`src/rtl/pdc_pkg.sv`:
```
// Package of register map, field positions, reset values and types for the power/downshift block.
// What this block does
// - Energy-detect power down is entered only while enable bit 3 of power_down_control is set, which it is after reset.
// - During energy-detect power down, link pulses keep going out only while bit 2 is set, which it is after reset.
// - Carrier sense is raised during own half-duplex transmissions only while bit 15 of carrier_downshift_control is set.
// - With downshift on, a failed 1000BASE-T negotiation falls back to 100BASE-TX then 10BASE-T as allowed, and the cycle repeats.
// - Any drop of an established link restarts the sequence at 1000BASE-T.
// - Mode field 11:10 decodes 00 off, 01 allow 10BASE-T, 10 allow 100BASE-TX, 11 allow both, reset 11.
// - Bit 7 is read-only, resets to 0, and shows whether 1000BASE-T next pages are under manual control.
// - Group management mode is active only while bit 6 is set, and it is clear after reset.
// - The transmit clock is driven onto the test clock pin only while bit 5 is set, clear after reset.
package pdc_pkg;
  localparam logic [4:0] PDC_ADDR_POWER = 5'h15;
  localparam logic [4:0] PDC_ADDR_CARRIER = 5'h16;
  localparam int PDC_BIT_EDPD_EN = 3;
  localparam int PDC_BIT_NLP_EN = 2;
  localparam int PDC_BIT_CRS_TX = 15;
  localparam int PDC_BIT_MODE_HI = 11;
  localparam int PDC_BIT_MODE_LO = 10;
  localparam int PDC_BIT_ALT_NP = 7;
  localparam int PDC_BIT_GROUP = 6;
  localparam int PDC_BIT_TCLK = 5;
  localparam logic [1:0] PDC_MODE_RESET = 2'h3;
  localparam logic [15:0] PDC_ZERO = 16'h0000;

  typedef enum logic [1:0] {
    PDC_SPEED_1000 = 2'b00,
    PDC_SPEED_100 = 2'b01,
    PDC_SPEED_10 = 2'b10
  } pdc_speed_type;

  typedef struct packed {
    logic [4:0] addr;
    logic [15:0] wdata;
    logic wr;
    logic rd;
  } pdc_bus_type;

  typedef struct packed {
    logic an_fail;
    logic link_up;
    logic edpd_cond;
    logic tx_active;
    logic half_duplex;
    logic alt_np;
  } pdc_phy_in_type;
endpackage

```
`src/rtl/pdc_downshift.sv`:
```
// Speed downshift sequencer.
`timescale 1ns/1ps
`default_nettype none
module pdc_downshift
  import pdc_pkg::*;
(
  input wire logic clk,
  input wire logic rst_b,
  input wire logic [1:0] mode,
  input wire logic an_fail,
  input wire logic link_up,
  output pdc_speed_type speed
);
  logic link_was_up;
  pdc_speed_type next_speed;
  logic allow_100;
  logic allow_10;

  assign allow_100 = mode[1];
  assign allow_10 = mode[0];

  always_comb begin
    next_speed = speed;
    if (link_was_up && !link_up) begin
      next_speed = PDC_SPEED_1000;
    end else if (mode == 2'b00) begin
      next_speed = PDC_SPEED_1000;
    end else if (an_fail && !link_up) begin
      unique case (speed)
        PDC_SPEED_1000: next_speed = allow_100 ? PDC_SPEED_100 : PDC_SPEED_10;
        PDC_SPEED_100: next_speed = allow_10 ? PDC_SPEED_10 : PDC_SPEED_1000;
        PDC_SPEED_10: next_speed = PDC_SPEED_1000;
        default: next_speed = PDC_SPEED_1000;
      endcase
    end
  end

  always_ff @(posedge clk) begin
    if (!rst_b) begin
      speed <= PDC_SPEED_1000;
      link_was_up <= 1'b0;
    end else begin
      speed <= next_speed;
      link_was_up <= link_up;
    end
  end
endmodule
`default_nettype wire

```
`src/rtl/pdc_top.sv`:
```
// Top of the power-down and downshift control register bank.
//
// Implementation choice: the plain strobed port.
`timescale 1ns/1ps
`default_nettype none
module pdc_top
  import pdc_pkg::*;
(
  input wire logic clk,
  input wire logic rst_b,
  input wire pdc_bus_type bus,
  input wire pdc_phy_in_type phy,
  input wire logic tx_clock,
  output logic [15:0] rdata,
  output logic edpd_active,
  output logic nlp_send,
  output logic crs_out,
  output logic group_mode,
  output logic test_clock_out_pin,
  output logic test_clock_out_en,
  output pdc_speed_type speed_attempt
);
  logic edpd_en;
  logic nlp_en;
  logic crs_tx_en;
  logic [1:0] ds_mode;
  logic group_en;
  logic tclk_en;
  logic alt_np;
  pdc_speed_type speed;
  logic [15:0] power_view;
  logic [15:0] carrier_view;

  always_ff @(posedge clk) begin
    if (!rst_b) begin
      edpd_en <= 1'b1;
      nlp_en <= 1'b1;
    end else if (bus.wr && bus.addr == PDC_ADDR_POWER) begin
      edpd_en <= bus.wdata[PDC_BIT_EDPD_EN];
      nlp_en <= bus.wdata[PDC_BIT_NLP_EN];
    end
  end

  always_ff @(posedge clk) begin
    if (!rst_b) begin
      crs_tx_en <= 1'b0;
      ds_mode <= PDC_MODE_RESET;
      group_en <= 1'b0;
      tclk_en <= 1'b0;
    end else if (bus.wr && bus.addr == PDC_ADDR_CARRIER) begin
      crs_tx_en <= bus.wdata[PDC_BIT_CRS_TX];
      ds_mode <= bus.wdata[PDC_BIT_MODE_HI:PDC_BIT_MODE_LO];
      group_en <= bus.wdata[PDC_BIT_GROUP];
      tclk_en <= bus.wdata[PDC_BIT_TCLK];
    end
  end

  // The next-page status is sampled from the core and never written.
  always_ff @(posedge clk) begin
    if (!rst_b) begin
      alt_np <= 1'b0;
    end else begin
      alt_np <= phy.alt_np;
    end
  end

  always_comb begin
    power_view = PDC_ZERO;
    power_view[PDC_BIT_EDPD_EN] = edpd_en;
    power_view[PDC_BIT_NLP_EN] = nlp_en;
    carrier_view = PDC_ZERO;
    carrier_view[PDC_BIT_CRS_TX] = crs_tx_en;
    carrier_view[PDC_BIT_MODE_HI:PDC_BIT_MODE_LO] = ds_mode;
    carrier_view[PDC_BIT_ALT_NP] = alt_np;
    carrier_view[PDC_BIT_GROUP] = group_en;
    carrier_view[PDC_BIT_TCLK] = tclk_en;
  end

  always_ff @(posedge clk) begin
    if (!rst_b) begin
      rdata <= PDC_ZERO;
    end else if (bus.rd && bus.addr == PDC_ADDR_POWER) begin
      rdata <= power_view;
    end else if (bus.rd && bus.addr == PDC_ADDR_CARRIER) begin
      rdata <= carrier_view;
    end else begin
      rdata <= PDC_ZERO;
    end
  end

  always_ff @(posedge clk) begin
    if (!rst_b) begin
      edpd_active <= 1'b0;
      nlp_send <= 1'b0;
    end else begin
      edpd_active <= edpd_en && phy.edpd_cond;
      nlp_send <= edpd_en && phy.edpd_cond && nlp_en;
    end
  end

  always_ff @(posedge clk) begin
    if (!rst_b) begin
      crs_out <= 1'b0;
      group_mode <= 1'b0;
      speed_attempt <= PDC_SPEED_1000;
    end else begin
      crs_out <= crs_tx_en && phy.half_duplex && phy.tx_active;
      group_mode <= group_en;
      speed_attempt <= speed;
    end
  end

  // Register gating keeps the test clock output glitch-free relative to clk sampling.
  always_ff @(posedge clk) begin
    if (!rst_b) begin
      test_clock_out_pin <= 1'b0;
      test_clock_out_en <= 1'b0;
    end else begin
      test_clock_out_pin <= tclk_en && tx_clock;
      test_clock_out_en <= tclk_en;
    end
  end

  pdc_downshift u_downshift (
    .clk(clk),
    .rst_b(rst_b),
    .mode(ds_mode),
    .an_fail(phy.an_fail),
    .link_up(phy.link_up),
    .speed(speed)
  );
endmodule
`default_nettype wire

```
`config.mk`:
```
export PLATFORM = sky130hd
export DESIGN_NAME = pdc_top
export DESIGN_NICKNAME = d
export VERILOG_FILES = /design/src/rtl/pdc_pkg.sv /design/src/rtl/pdc_downshift.sv /design/src/rtl/pdc_top.sv
export SDC_FILE = /design/constraint.sdc
export NUM_CORES = 1
export LEC_CHECK = 0
export BUFFER_PORTS_ARGS = -buffer_cell sky130_fd_sc_hd__buf_2
export CAP_MARGIN = 25
export CORE_ASPECT_RATIO = 0.8
export CORE_MARGIN = 8
export CORE_UTILIZATION = 46
export CTS_CLUSTER_SIZE = 8
export DETAILED_ROUTE_END_ITERATION = 16
export PLACE_DENSITY = 0.82
export SKIP_CTS_REPAIR_TIMING = 1
export SYNTH_ARGS = -nofsm -noshare
export SYNTH_HDL_FRONTEND = slang
export SYNTH_SLANG_ARGS = --single-unit
export TNS_END_PERCENT = 50
```
`constraint.sdc`:
```
create_clock -name clk -period 2.52 [get_ports clk]
set_clock_uncertainty 0.05 [all_clocks]
set_input_delay 0.126 -clock clk [delete_from_list [all_inputs] [get_ports clk]]
set_output_delay 0.126 -clock clk [all_outputs]
set_load 0.03 [all_outputs]
```
==> impl_metrics.py, run 1 <==
metrics = {
    "pwr": {
        "p_sw_mw": 0.168,
        "power_frac_seq_pct": 63.5,
        "peakVddDrop_mv": 0.340,
        "p_int_mw": 0.522,
        "swShare_pct": 24.4,
        "clkPwrFrac_pct": 25.5,
        "total_power_mw": 0.690,
        "power_leakage_nw": 0.619,
        "power_density_nw_per_um2": 554,
        "combPwrFrac_pct": 11.0,
    },
    "setup_path": {
        "cp.depth": 5,
        "startpoint": "phy[4]",
        "worstReg2RegStart": "u_downshift.speed[0]",
        "crit_end": "u_downshift.speed[0]",
        "worstPathArrival_ns": 1.60,
        "worstPathRequired_ns": 2.73,
        "r2r-end": "u_downshift.speed[0]",
        "cp_slowest_stage_delay_ns": 0.53,
        "path_class": "input port to flip-flop",
        "cpLargestDelayFamily": "simple AND/OR/NAND/NOR gates",
        "crit_path_cell_trace": "dlygate4sd3_1 > buf_2 > nand2b_1 > or4b_1 > a21oi_1",
        "end_kind": "flip-flop",
        "path_buf_inv": 2,
        "crit_fanout": 4,
        "slowest_stage": "dlygate4sd3_1",
        "reg2reg_depth": 2,
        "start_kind": "input port",
        "rrSetupSlack_ns": 1.36,
    },
    "floorplanning": {
        "rows": 15,
        "core_area_um2": 2120,
        "dieArea_um2": 3970,
        "initial_core_util_pct": 47.8,
        "die_width_um": 68.5,
        "die_y_um": 58.0,
        "io_pins": 56,
    },
    "yosys": {
        "synth_warnings": 0,
        "ys_seq_elements": 27,
        "ys_types": 28,
        "seq_area_frac_synth_pct": 53.3,
        "yosys-top-cells-area": "dfxtp_1, and2_1, buf_4, o311ai_0, o21ai_0",
        "synth_top_area_cell": "dfxtp_1",
        "synth_top_area_share_pct": 53.3,
        "synthArstFlopShare_pct": 0,
        "netlist_instances": 99,
        "synth-main-ff-cell": "dfxtp_1",
        "synth_edf_count": 0,
        "avgSynthCellArea_um2": 10.2,
        "synth_area_um2": 1010,
    },
    "layout": {
        "drive_above_1_share_pct": 34.3,
        "fin_nets": 173,
        "n_fill_cell": 194,
        "area_delta_synth_final_pct": 22.7,
        "multiInputGateArea_um2": 389,
        "regArea_um2": 541,
        "diodes": 0,
    },
    "placement": {
        "dpl.hpwl_mm": 1.59,
        "place.port_buffers": 38,
        "gp_congestion": 0.673,
    },
    "sta": {
        "setup_viol": 0,
        "hold_viol_final": 0,
        "finalSetupTns_ns": 0,
        "rsz0062_at_grt": "false",
        "post-route-period-util_pct": 55.1,
        "fmax_mhz": 720,
        "fin_crit_ns": 1.39,
        "slew_violations": 0,
    },
    "grt": {
        "grt_pass1_wl_mm": 3.20,
        "grt_pass1_vias": 790,
        "antenna_found_initial": 0,
        "grt_usage_pct": 10.2,
        "grt_remaining_overflow": 0,
        "grt_max_degree": 20,
    },
    "clock_tree": {
        "cts_buffer_depth": 2,
        "numClockSinks": 27,
        "clk_latency_ns": 0.32,
        "cts.clk_slew.worst_paths_ns": 0.14,
        "ctsRootBufferMaster": "clkbuf_4",
        "cts-buffers-inserted": 3,
        "cts.htree.levels": 1,
        "cts_tree": "yes",
    },
    "status": {
        "status": "completed",
    },
    "detailed_routing": {
        "first_pass_iters": 4,
        "wirelength_mm": 2.05,
        "via_per_inst": 4.71,
        "drc": 0,
        "wl_per_cell_um": 12.4,
        "drtIter0Drc": 26,
        "postRouteAntennaNets": 0,
        "vias": 777,
    },
    "flow_run": {
        "maxCapViolCount": 0,
    },
    "min_path": {
        "min_path_type": "input port to flip-flop",
    },
}
area by class of cell:
type / count / share of cell area, %
clock buffer: 3 / 1.81
timing repair buffer: 42 / 18.5
clock inverter: 1 / 0.402
sequential: 27 / 43.4
tap: 25 / 2.51
multi-input combinational: 60 / 31.3
inverter: 7 / 2.11
placed cells by master, fill, tap and decap left out:
| cell type | count |
|---|---|
| nand4b_1 | 1 |
| buf_2 | 38 |
| and2_1 | 12 |
| or4b_1 | 1 |
| nand2b_1 | 3 |
| dlygate4sd3_1 | 4 |
| and2_2 | 1 |
| o221ai_1 | 1 |
| and4_1 | 1 |
| conb_1 | 8 |
| clkbuf_4 | 3 |
| inv_1 | 7 |
| mux2i_1 | 1 |
| nand2_1 | 7 |
| nor2_1 | 3 |
| and3_2 | 1 |
| and3_1 | 1 |
| clkinv_2 | 1 |
| o311ai_0 | 4 |
| nand3_4 | 1 |
| dfxtp_1 | 27 |
| o21ai_0 | 6 |
| a211o_1 | 1 |
| nor4b_4 | 1 |
| o31ai_1 | 2 |
| or2_2 | 1 |
| a21oi_1 | 2 |
| or4b_4 | 1 |
power groups by stage:
stage	logic, mW	registers (mW)	clock network [mW]
final	0.0759	0.438	0.176
after global routing	0.0832	0.439	0.201
after CTS	0.0711	0.438	0.183
after detailed placement	0.0709	0.447	0
after global placement	0.0690	0.447	0
after floorplan	0.0494	0.453	0
worst register-to-register path: stages, from the launching register on:
cell	delay, ns
dfxtp_1	0.37
or4b_1	0.54
a21oi_1	0.14
kinds of logic (layout without fill, tap and decap cells):
| group | count (synthesis) | in the layout | share of synthesized area [%] |
|---|---|---|---|
| flops | 27 | 27 | 53.3 |
| mux | 1 | 1 | 0.986 |
| buf+inv | 19 | 53 | 11.0 |
| compound gates | 16 | 16 | 10.6 |
| simple gates | 35 | 35 | 23.8 |
| other cells | 1 | 8 | 0.370 |
registers in the layout (all words and copies together), names as in the netlist:
name,flops
tclk_en,1
u_downshift.link_was_up,1
edpd_en,1
edpd_active,1
u_downshift.speed,2
group_mode,1
test_clock_out_en,1
nlp_send,1
alt_np,1
crs_tx_en,1
rdata,8
nlp_en,1
speed_attempt,2
crs_out,1
test_clock_out_pin,1
group_en,1
ds_mode,2
cells in the mapped netlist, types with 2 or more instances:
master and n:
a21oi_1 2, and2_1 12, buf_2 2, buf_4 8, dfxtp_1 27, inv_1 7, nand2_1 7, nand2b_1 3
nor2_1 3, o21ai_0 6, o311ai_0 4, o31ai_1 2
worst min path at each step:
stage | cells after the start | from | end
6_report | 2 | phy[1] | crs_out
3_3_place_gp | 2 | phy[0] | alt_np
5_1_grt | 2 | phy[1] | crs_out
2_1_floorplan | 1 | phy[0] | alt_np
3_5_place_dp | 2 | phy[0] | alt_np
4_1_cts | 2 | phy[0] | alt_np
through the flow:
step	area (µm²)	cells	hold slack, ns	worst slack [ns]	utilization, %
after floorplan	1040	106	0.203	1.47	-
after global placement	1180	157	0.283	1.25	55.5
after detailed placement	1180	157	0.287	1.15	55.5
after CTS	1200	161	-0.0559	1.38	56.8
after global routing	1240	165	0.00508	1.12	58.7
final	1240	165	0.00574	1.13	58.7
routing by layer:
metal,global-route usage [%],up-vias,wire length (µm)
met5,0,-,0
met4,5.54,0,23
met3,2.50,2,166
met2,16.6,31,959
met1,11.8,346,896
li1,-,398,-
Power figures use the tool's default switching activity.
==> run 2, diff against run 1 <==
- ABC_AREA: unset -> 1
- CORE_UTILIZATION: 46 -> 39
- PLACE_DENSITY: 0.82 -> 0.74
- clock period: 2.52 -> 1.2 ns (I/O delays scaled with it)
==> impl_metrics.py, run 2 <==
metrics = {
    "placement": {
        "dpl.hpwl_mm": 1.61,
        "place.port_buffers": 38,
        "gp_congestion": 0.737,
    },
    "sta": {
        "post-route-period-util_pct": 98.7,
        "setup_viol": 0,
        "slew_violations": 0,
        "hold_viol_final": 1,
        "finalSetupTns_ns": 0,
        "fmax_mhz": 844,
        "fin_crit_ns": 1.18,
        "whs_ns": -0.0396,
        "rsz0062_at_grt": "false",
    },
    "floorplanning": {
        "core_area_um2": 2660,
        "die_width_um": 74.0,
        "io_pins": 56,
        "initial_core_util_pct": 39.5,
        "die_y_um": 62.4,
        "dieArea_um2": 4620,
        "rows": 17,
    },
    "detailed_routing": {
        "vias": 918,
        "wl_met2_um": 958,
        "postRouteAntennaNets": 0,
        "routed.top_layer": "met3",
        "met1Wirelength_mm": 1.02,
        "first_pass_iters": 4,
        "met3_length_um": 234,
        "drc": 0,
        "wl_per_cell_um": 9.92,
        "via_per_inst": 4.12,
        "drtIter0Drc": 40,
        "wirelength_mm": 2.21,
    },
    "pwr": {
        "p_sw_mw": 0.363,
        "power_density_nw_per_um2": 1080,
        "clkPwrFrac_pct": 24.7,
        "power_leakage_nw": 0.770,
        "power_frac_seq_pct": 62.1,
        "combPwrFrac_pct": 13.1,
        "p_int_mw": 1.12,
        "peakVddDrop_mv": 0.426,
        "swShare_pct": 24.5,
    },
    "clock_tree": {
        "numClockSinks": 27,
        "clk_latency_ns": 0.31,
        "cts_tree": "yes",
        "cts-buffers-inserted": 3,
        "ctsRootBufferMaster": "clkbuf_4",
        "cts_buffer_depth": 2,
        "cts.clk_slew.worst_paths_ns": 0.13,
        "cts.htree.levels": 1,
    },
    "yosys": {
        "ys_types": 16,
        "synth_top_area_share_pct": 51.4,
        "synth-main-ff-cell": "dfxtp_1",
        "synth_top_area_cell": "dfxtp_1",
        "synthTopCellsByCount": "inv_1, dfxtp_1, nand2_1",
        "synthArstFlopShare_pct": 0,
        "synth_warnings": 0,
        "yosys-top-cells-area": "dfxtp_1, inv_1, nand2_1, nor2_1, buf_4",
        "seq_area_frac_synth_pct": 51.4,
        "netlist_instances": 136,
        "synth_edf_count": 0,
        "avgSynthCellArea_um2": 7.73,
        "ys_seq_elements": 27,
        "synth_area_um2": 1050,
        "synth.most_common_cell": "inv_1",
    },
    "grt": {
        "grt_pass1_vias": 807,
        "grt_pass1_wl_mm": 3.37,
        "grt_remaining_overflow": 0,
        "antenna_found_initial": 0,
        "grt_usage_pct": 9.10,
        "grt_max_degree": 15,
    },
    "flow_run": {
        "maxCapViolCount": 0,
    },
    "setup_path": {
        "slowest_stage": "dlygate4sd3_1",
        "worstPathArrival_ns": 1.35,
        "crit_fanout": 1,
        "path_common_cell": "dlygate4sd3_1",
        "crit_path_cell_trace": "dlygate4sd3_1 > buf_2 > nand2_1 > nor2_1 > dlygate4sd3_1",
        "cpLargestDelayFamily": "buffers and inverters",
        "r2r-end": "crs_out",
        "path_class": "input port to flip-flop",
        "rrSetupSlack_ns": 0.05,
        "start_kind": "input port",
        "end_kind": "flip-flop",
        "path_buf_inv": 3,
        "reg2reg_depth": 3,
        "worstReg2RegStart": "crs_tx_en",
        "cp_slowest_stage_delay_ns": 0.54,
        "worstPathRequired_ns": 1.36,
    },
    "layout": {
        "drive_above_1_share_pct": 24.9,
        "area_delta_synth_final_pct": 30.7,
        "diodes": 0,
        "largest_register": "rdata",
        "largest_reg_flops": 8,
        "fin_nets": 218,
        "layout_common_cells": "buf_2, inv_1, dfxtp_1",
        "finish.utilization_pct": 51.7,
        "mostFrequentLayoutCell": "buf_2",
    },
    "status": {
        "status": "complete, but fails checks",
        "violations": "hold timing",
    },
    "min_path": {
        "min_path_type": "input port to flip-flop",
        "whs_path_depth": 3,
        "holdPathEnd": "ds_mode[1]",
        "min-delay-start": "bus[13]",
    },
}
==> run 2: cell types whose count changed in the layout (fill, tap and decap cells not counted), moves of 6 or more <==
cell / delta
inv_1: +21
nor2_1: +17
nand3_1: +9
dlygate4sd3_1: +6
nand4_1: +6
nand2_1: +18
and2_1: -12
==> run 2: power by group through the flow <==
stage	combinational, mW	clock [mW]	sequential (mW)
floorplan	0.116	0	0.953
global placement	0.168	0	0.939
detailed placement	0.169	0	0.939
CTS	0.170	0.381	0.919
global route	0.214	0.416	0.922
finish	0.194	0.365	0.919
==> run 2: routing by layer <==
layer  global-route usage (%)  vias up
li1                         -      492
met1                     11.6      382
met2                     12.7       44
met3                     3.21        0
met4                     5.22        0
met5                        0        -
==> run 2: worst register-to-register path, stage by stage (launching register included) <==
cell and delay (ns):
dfxtp_1 0.36, nand2_1 0.06, nor2_1 0.10, dlygate4sd3_1 0.54
==> run 2: metrics by stage <==
| stage | cell area [µm²] | total power [mW] | std cells | worst slack, ns |
|---|---|---|---|---|
| after global routing | 1370 | 1.55 | 223 | 0.00146 |
| after floorplan | 1080 | 1.07 | 143 | 0.373 |
| after global placement | 1250 | 1.11 | 209 | 0.299 |
| after detailed placement | 1250 | 1.11 | 209 | 0.290 |
| after CTS | 1270 | 1.47 | 213 | 0.248 |
| final | 1370 | 1.48 | 223 | 0.0151 |
==> run 2: cell type report <==
| class | instances | area (µm²) |
|---|---|---|
| tap | 38 | 47.5 |
| inverter | 28 | 105 |
| multi-input combinational | 77 | 357 |
| clock buffer | 4 | 26.3 |
| timing repair buffer | 49 | 298 |
| sequential | 27 | 541 |
| fill | 257 | 1280 |
==> run 2: cells by family (layout without fill, tap and decap cells) <==
group | count (synthesis) | after routing | synth area share, %
flip-flops | 27 | 27 | 51.4
AND/OR/NAND/NOR | 65 | 65 | 28.9
other | 1 | 8 | 0.357
AO/OA/AOI/OAI | 4 | 4 | 2.14
buffers and inverters | 39 | 81 | 17.1
==> run 2: how the worst max path moves through the flow <==
stage,startpoint,to,slack [ns],cells after the start
after floorplan,u_downshift.speed[0],u_downshift.speed[1],0.37,5
final,phy[2],crs_out,0.02,5
after detailed placement,bus[21],nlp_en,0.29,7
after global placement,u_downshift.speed[0],u_downshift.speed[1],0.30,5
after CTS,edpd_active,edpd_active,0.25,1
after global routing,crs_tx_en,crs_out,0.001,3
==> run 3, diff against run 2 <==
- ABC_AREA: 1 -> unset
- CORE_UTILIZATION: 39 -> 38
- PLACE_DENSITY: 0.74 -> 0.73
==> impl_metrics.py, run 3 (synthesized netlist as in run 1, its figures left out) <==
metrics = {
    "pwr": {
        "total_power_mw": 1.48,
        "peakVddDrop_mv": 0.421,
        "power_leakage_nw": 0.662,
        "power_density_nw_per_um2": 1090,
    },
    "grt": {
        "antenna_found_initial": 0,
        "grt_usage_pct": 9.23,
        "globalRouteMet2Util_pct": 14.5,
        "grt_pass1_vias": 790,
        "grt_max_degree": 19,
        "grt_pass1_wl_mm": 3.36,
        "grt.busiest_layer": "met2",
        "gr-usage-met3_pct": 3.21,
        "use_met1_pct": 10.2,
        "grt_remaining_overflow": 0,
    },
    "setup_path": {
        "worstPathArrival_ns": 1.37,
        "path_class": "input port to flip-flop",
        "end_kind": "flip-flop",
        "crit_path_cell_trace": "buf_2 > dlygate4sd3_1 > or4b_4 > nor2_1",
        "path_buf_inv": 2,
        "crit_fanout": 3,
        "cp_slowest_stage_delay_ns": 0.56,
        "cpLargestDelayFamily": "buffers and inverters",
        "worstPathRequired_ns": 1.42,
        "start_kind": "input port",
        "slowest_stage": "dlygate4sd3_1",
    },
    "layout": {
        "stdcell_area_um2": 1350,
        "fin_nets": 183,
        "layout_common_cells": "buf_2, dfxtp_1, and2_1",
        "largest_reg_flops": 8,
        "diodes": 0,
        "finish.utilization_pct": 54.4,
        "mostFrequentLayoutCell": "buf_2",
        "area_delta_synth_final_pct": 33.2,
        "drive_above_1_share_pct": 34.0,
        "largest_register": "rdata",
    },
    "clock_tree": {
        "ctsRootBufferMaster": "clkbuf_4",
        "cts.htree.levels": 1,
        "cts_buffer_depth": 2,
        "cts-buffers-inserted": 3,
        "clk_latency_ns": 0.31,
        "cts_tree": "yes",
        "numClockSinks": 27,
        "cts.clk_slew.worst_paths_ns": 0.13,
    },
    "floorplanning": {
        "core_area_um2": 2480,
        "rows": 16,
        "io_pins": 56,
        "dieArea_um2": 4590,
        "die_y_um": 62.2,
        "initial_core_util_pct": 40.9,
        "die_width_um": 73.8,
    },
    "placement": {
        "place.port_buffers": 38,
        "dpl_cell_area_um2": 1210,
        "gp_congestion": 0.758,
        "dpl.hpwl_mm": 1.70,
    },
    "status": {
        "violations": "hold timing",
        "status": "complete, but fails checks",
    },
    "detailed_routing": {
        "postRouteAntennaNets": 0,
        "vias": 801,
        "wirelength_mm": 2.24,
        "drtIter0Drc": 54,
        "first_pass_iters": 4,
        "via_per_inst": 4.31,
        "wl_per_cell_um": 12.1,
        "drc": 0,
    },
    "sta": {
        "whs_ns": -0.0101,
        "setup_viol": 0,
        "finalSetupTns_ns": 0,
        "slew_violations": 0,
        "hold_viol_final": 1,
        "fmax_mhz": 863,
        "post-route-period-util_pct": 96.5,
        "fin_crit_ns": 1.16,
        "rsz0062_at_grt": "false",
    },
    "min_path": {
        "min_path_type": "input port to flip-flop",
    },
    "flow_run": {
        "maxCapViolCount": 0,
    },
}
[run 3: changes by cell type in the layout (fill, tap and decap cells not counted), sizes merged, moves of 4 or more]
| cell | change |
|---|---|
| inv | -21 |
| nand2 | -18 |
| o311ai | +4 |
| and2 | +13 |
| nand3 | -9 |
| o21ai | +4 |
| nor2 | -19 |
| nand4 | -7 |
[run 3: worst min-delay path, cell delays in order]
cell and delay (ns):
buf_2 0.10, inv_1 0.04, o311ai_0 0.11
[run 3: per-stage QoR]
step,hold slack (ns),std cells,setup slack [ns]
after floorplan,0.137,106,0.151
after global placement,0.218,171,0.123
after detailed placement,0.224,171,0.0906
after CTS,-0.120,175,0.0568
after global routing,0.00658,186,0.00322
final,-0.0101,186,0.0415
[run 3: report_power, final]
| part | internal (mW) | switching (mW) | total, mW |
|---|---|---|---|
| sequential | 0.912 | 0.00684 | 0.919 |
| clock | 0.125 | 0.249 | 0.374 |
| combinational | 0.0796 | 0.106 | 0.185 |
| total | 1.12 | 0.362 | 1.48 |
[run 3: layout make-up]
class | count | area [µm²]
Fill cell | 244 | 1130
Tap cell | 36 | 45.0
Sequential cell | 27 | 541
Multi-Input combinational cell | 60 | 389
Clock inverter | 1 | 5.00
Clock buffer | 3 | 22.5
Timing Repair Buffer | 52 | 323
Inverter | 7 | 26.3
[run 3: metal layers]
| layer | up-vias | part of all wire, % |
|---|---|---|
| met4 | 0 | 2.0 |
| met3 | 4 | 8.6 |
| met5 | - | 0 |
| met2 | 31 | 49 |
| li1 | 417 | - |
| met1 | 349 | 40 |
[run 3: path summary, 6_finish.rpt]
kind / start / slack (ns) / cells past startpoint / endpoint
worst min register to register: alt_np / 0.40 / 1 / rdata[7]
worst max-delay path: bus[21] / 0.04 / 4 / rdata[2]
worst max register to register: u_downshift.speed[0] / 0.05 / 2 / u_downshift.speed[0]
worst min-delay path: bus[5] / -0.01 / 3 / edpd_en
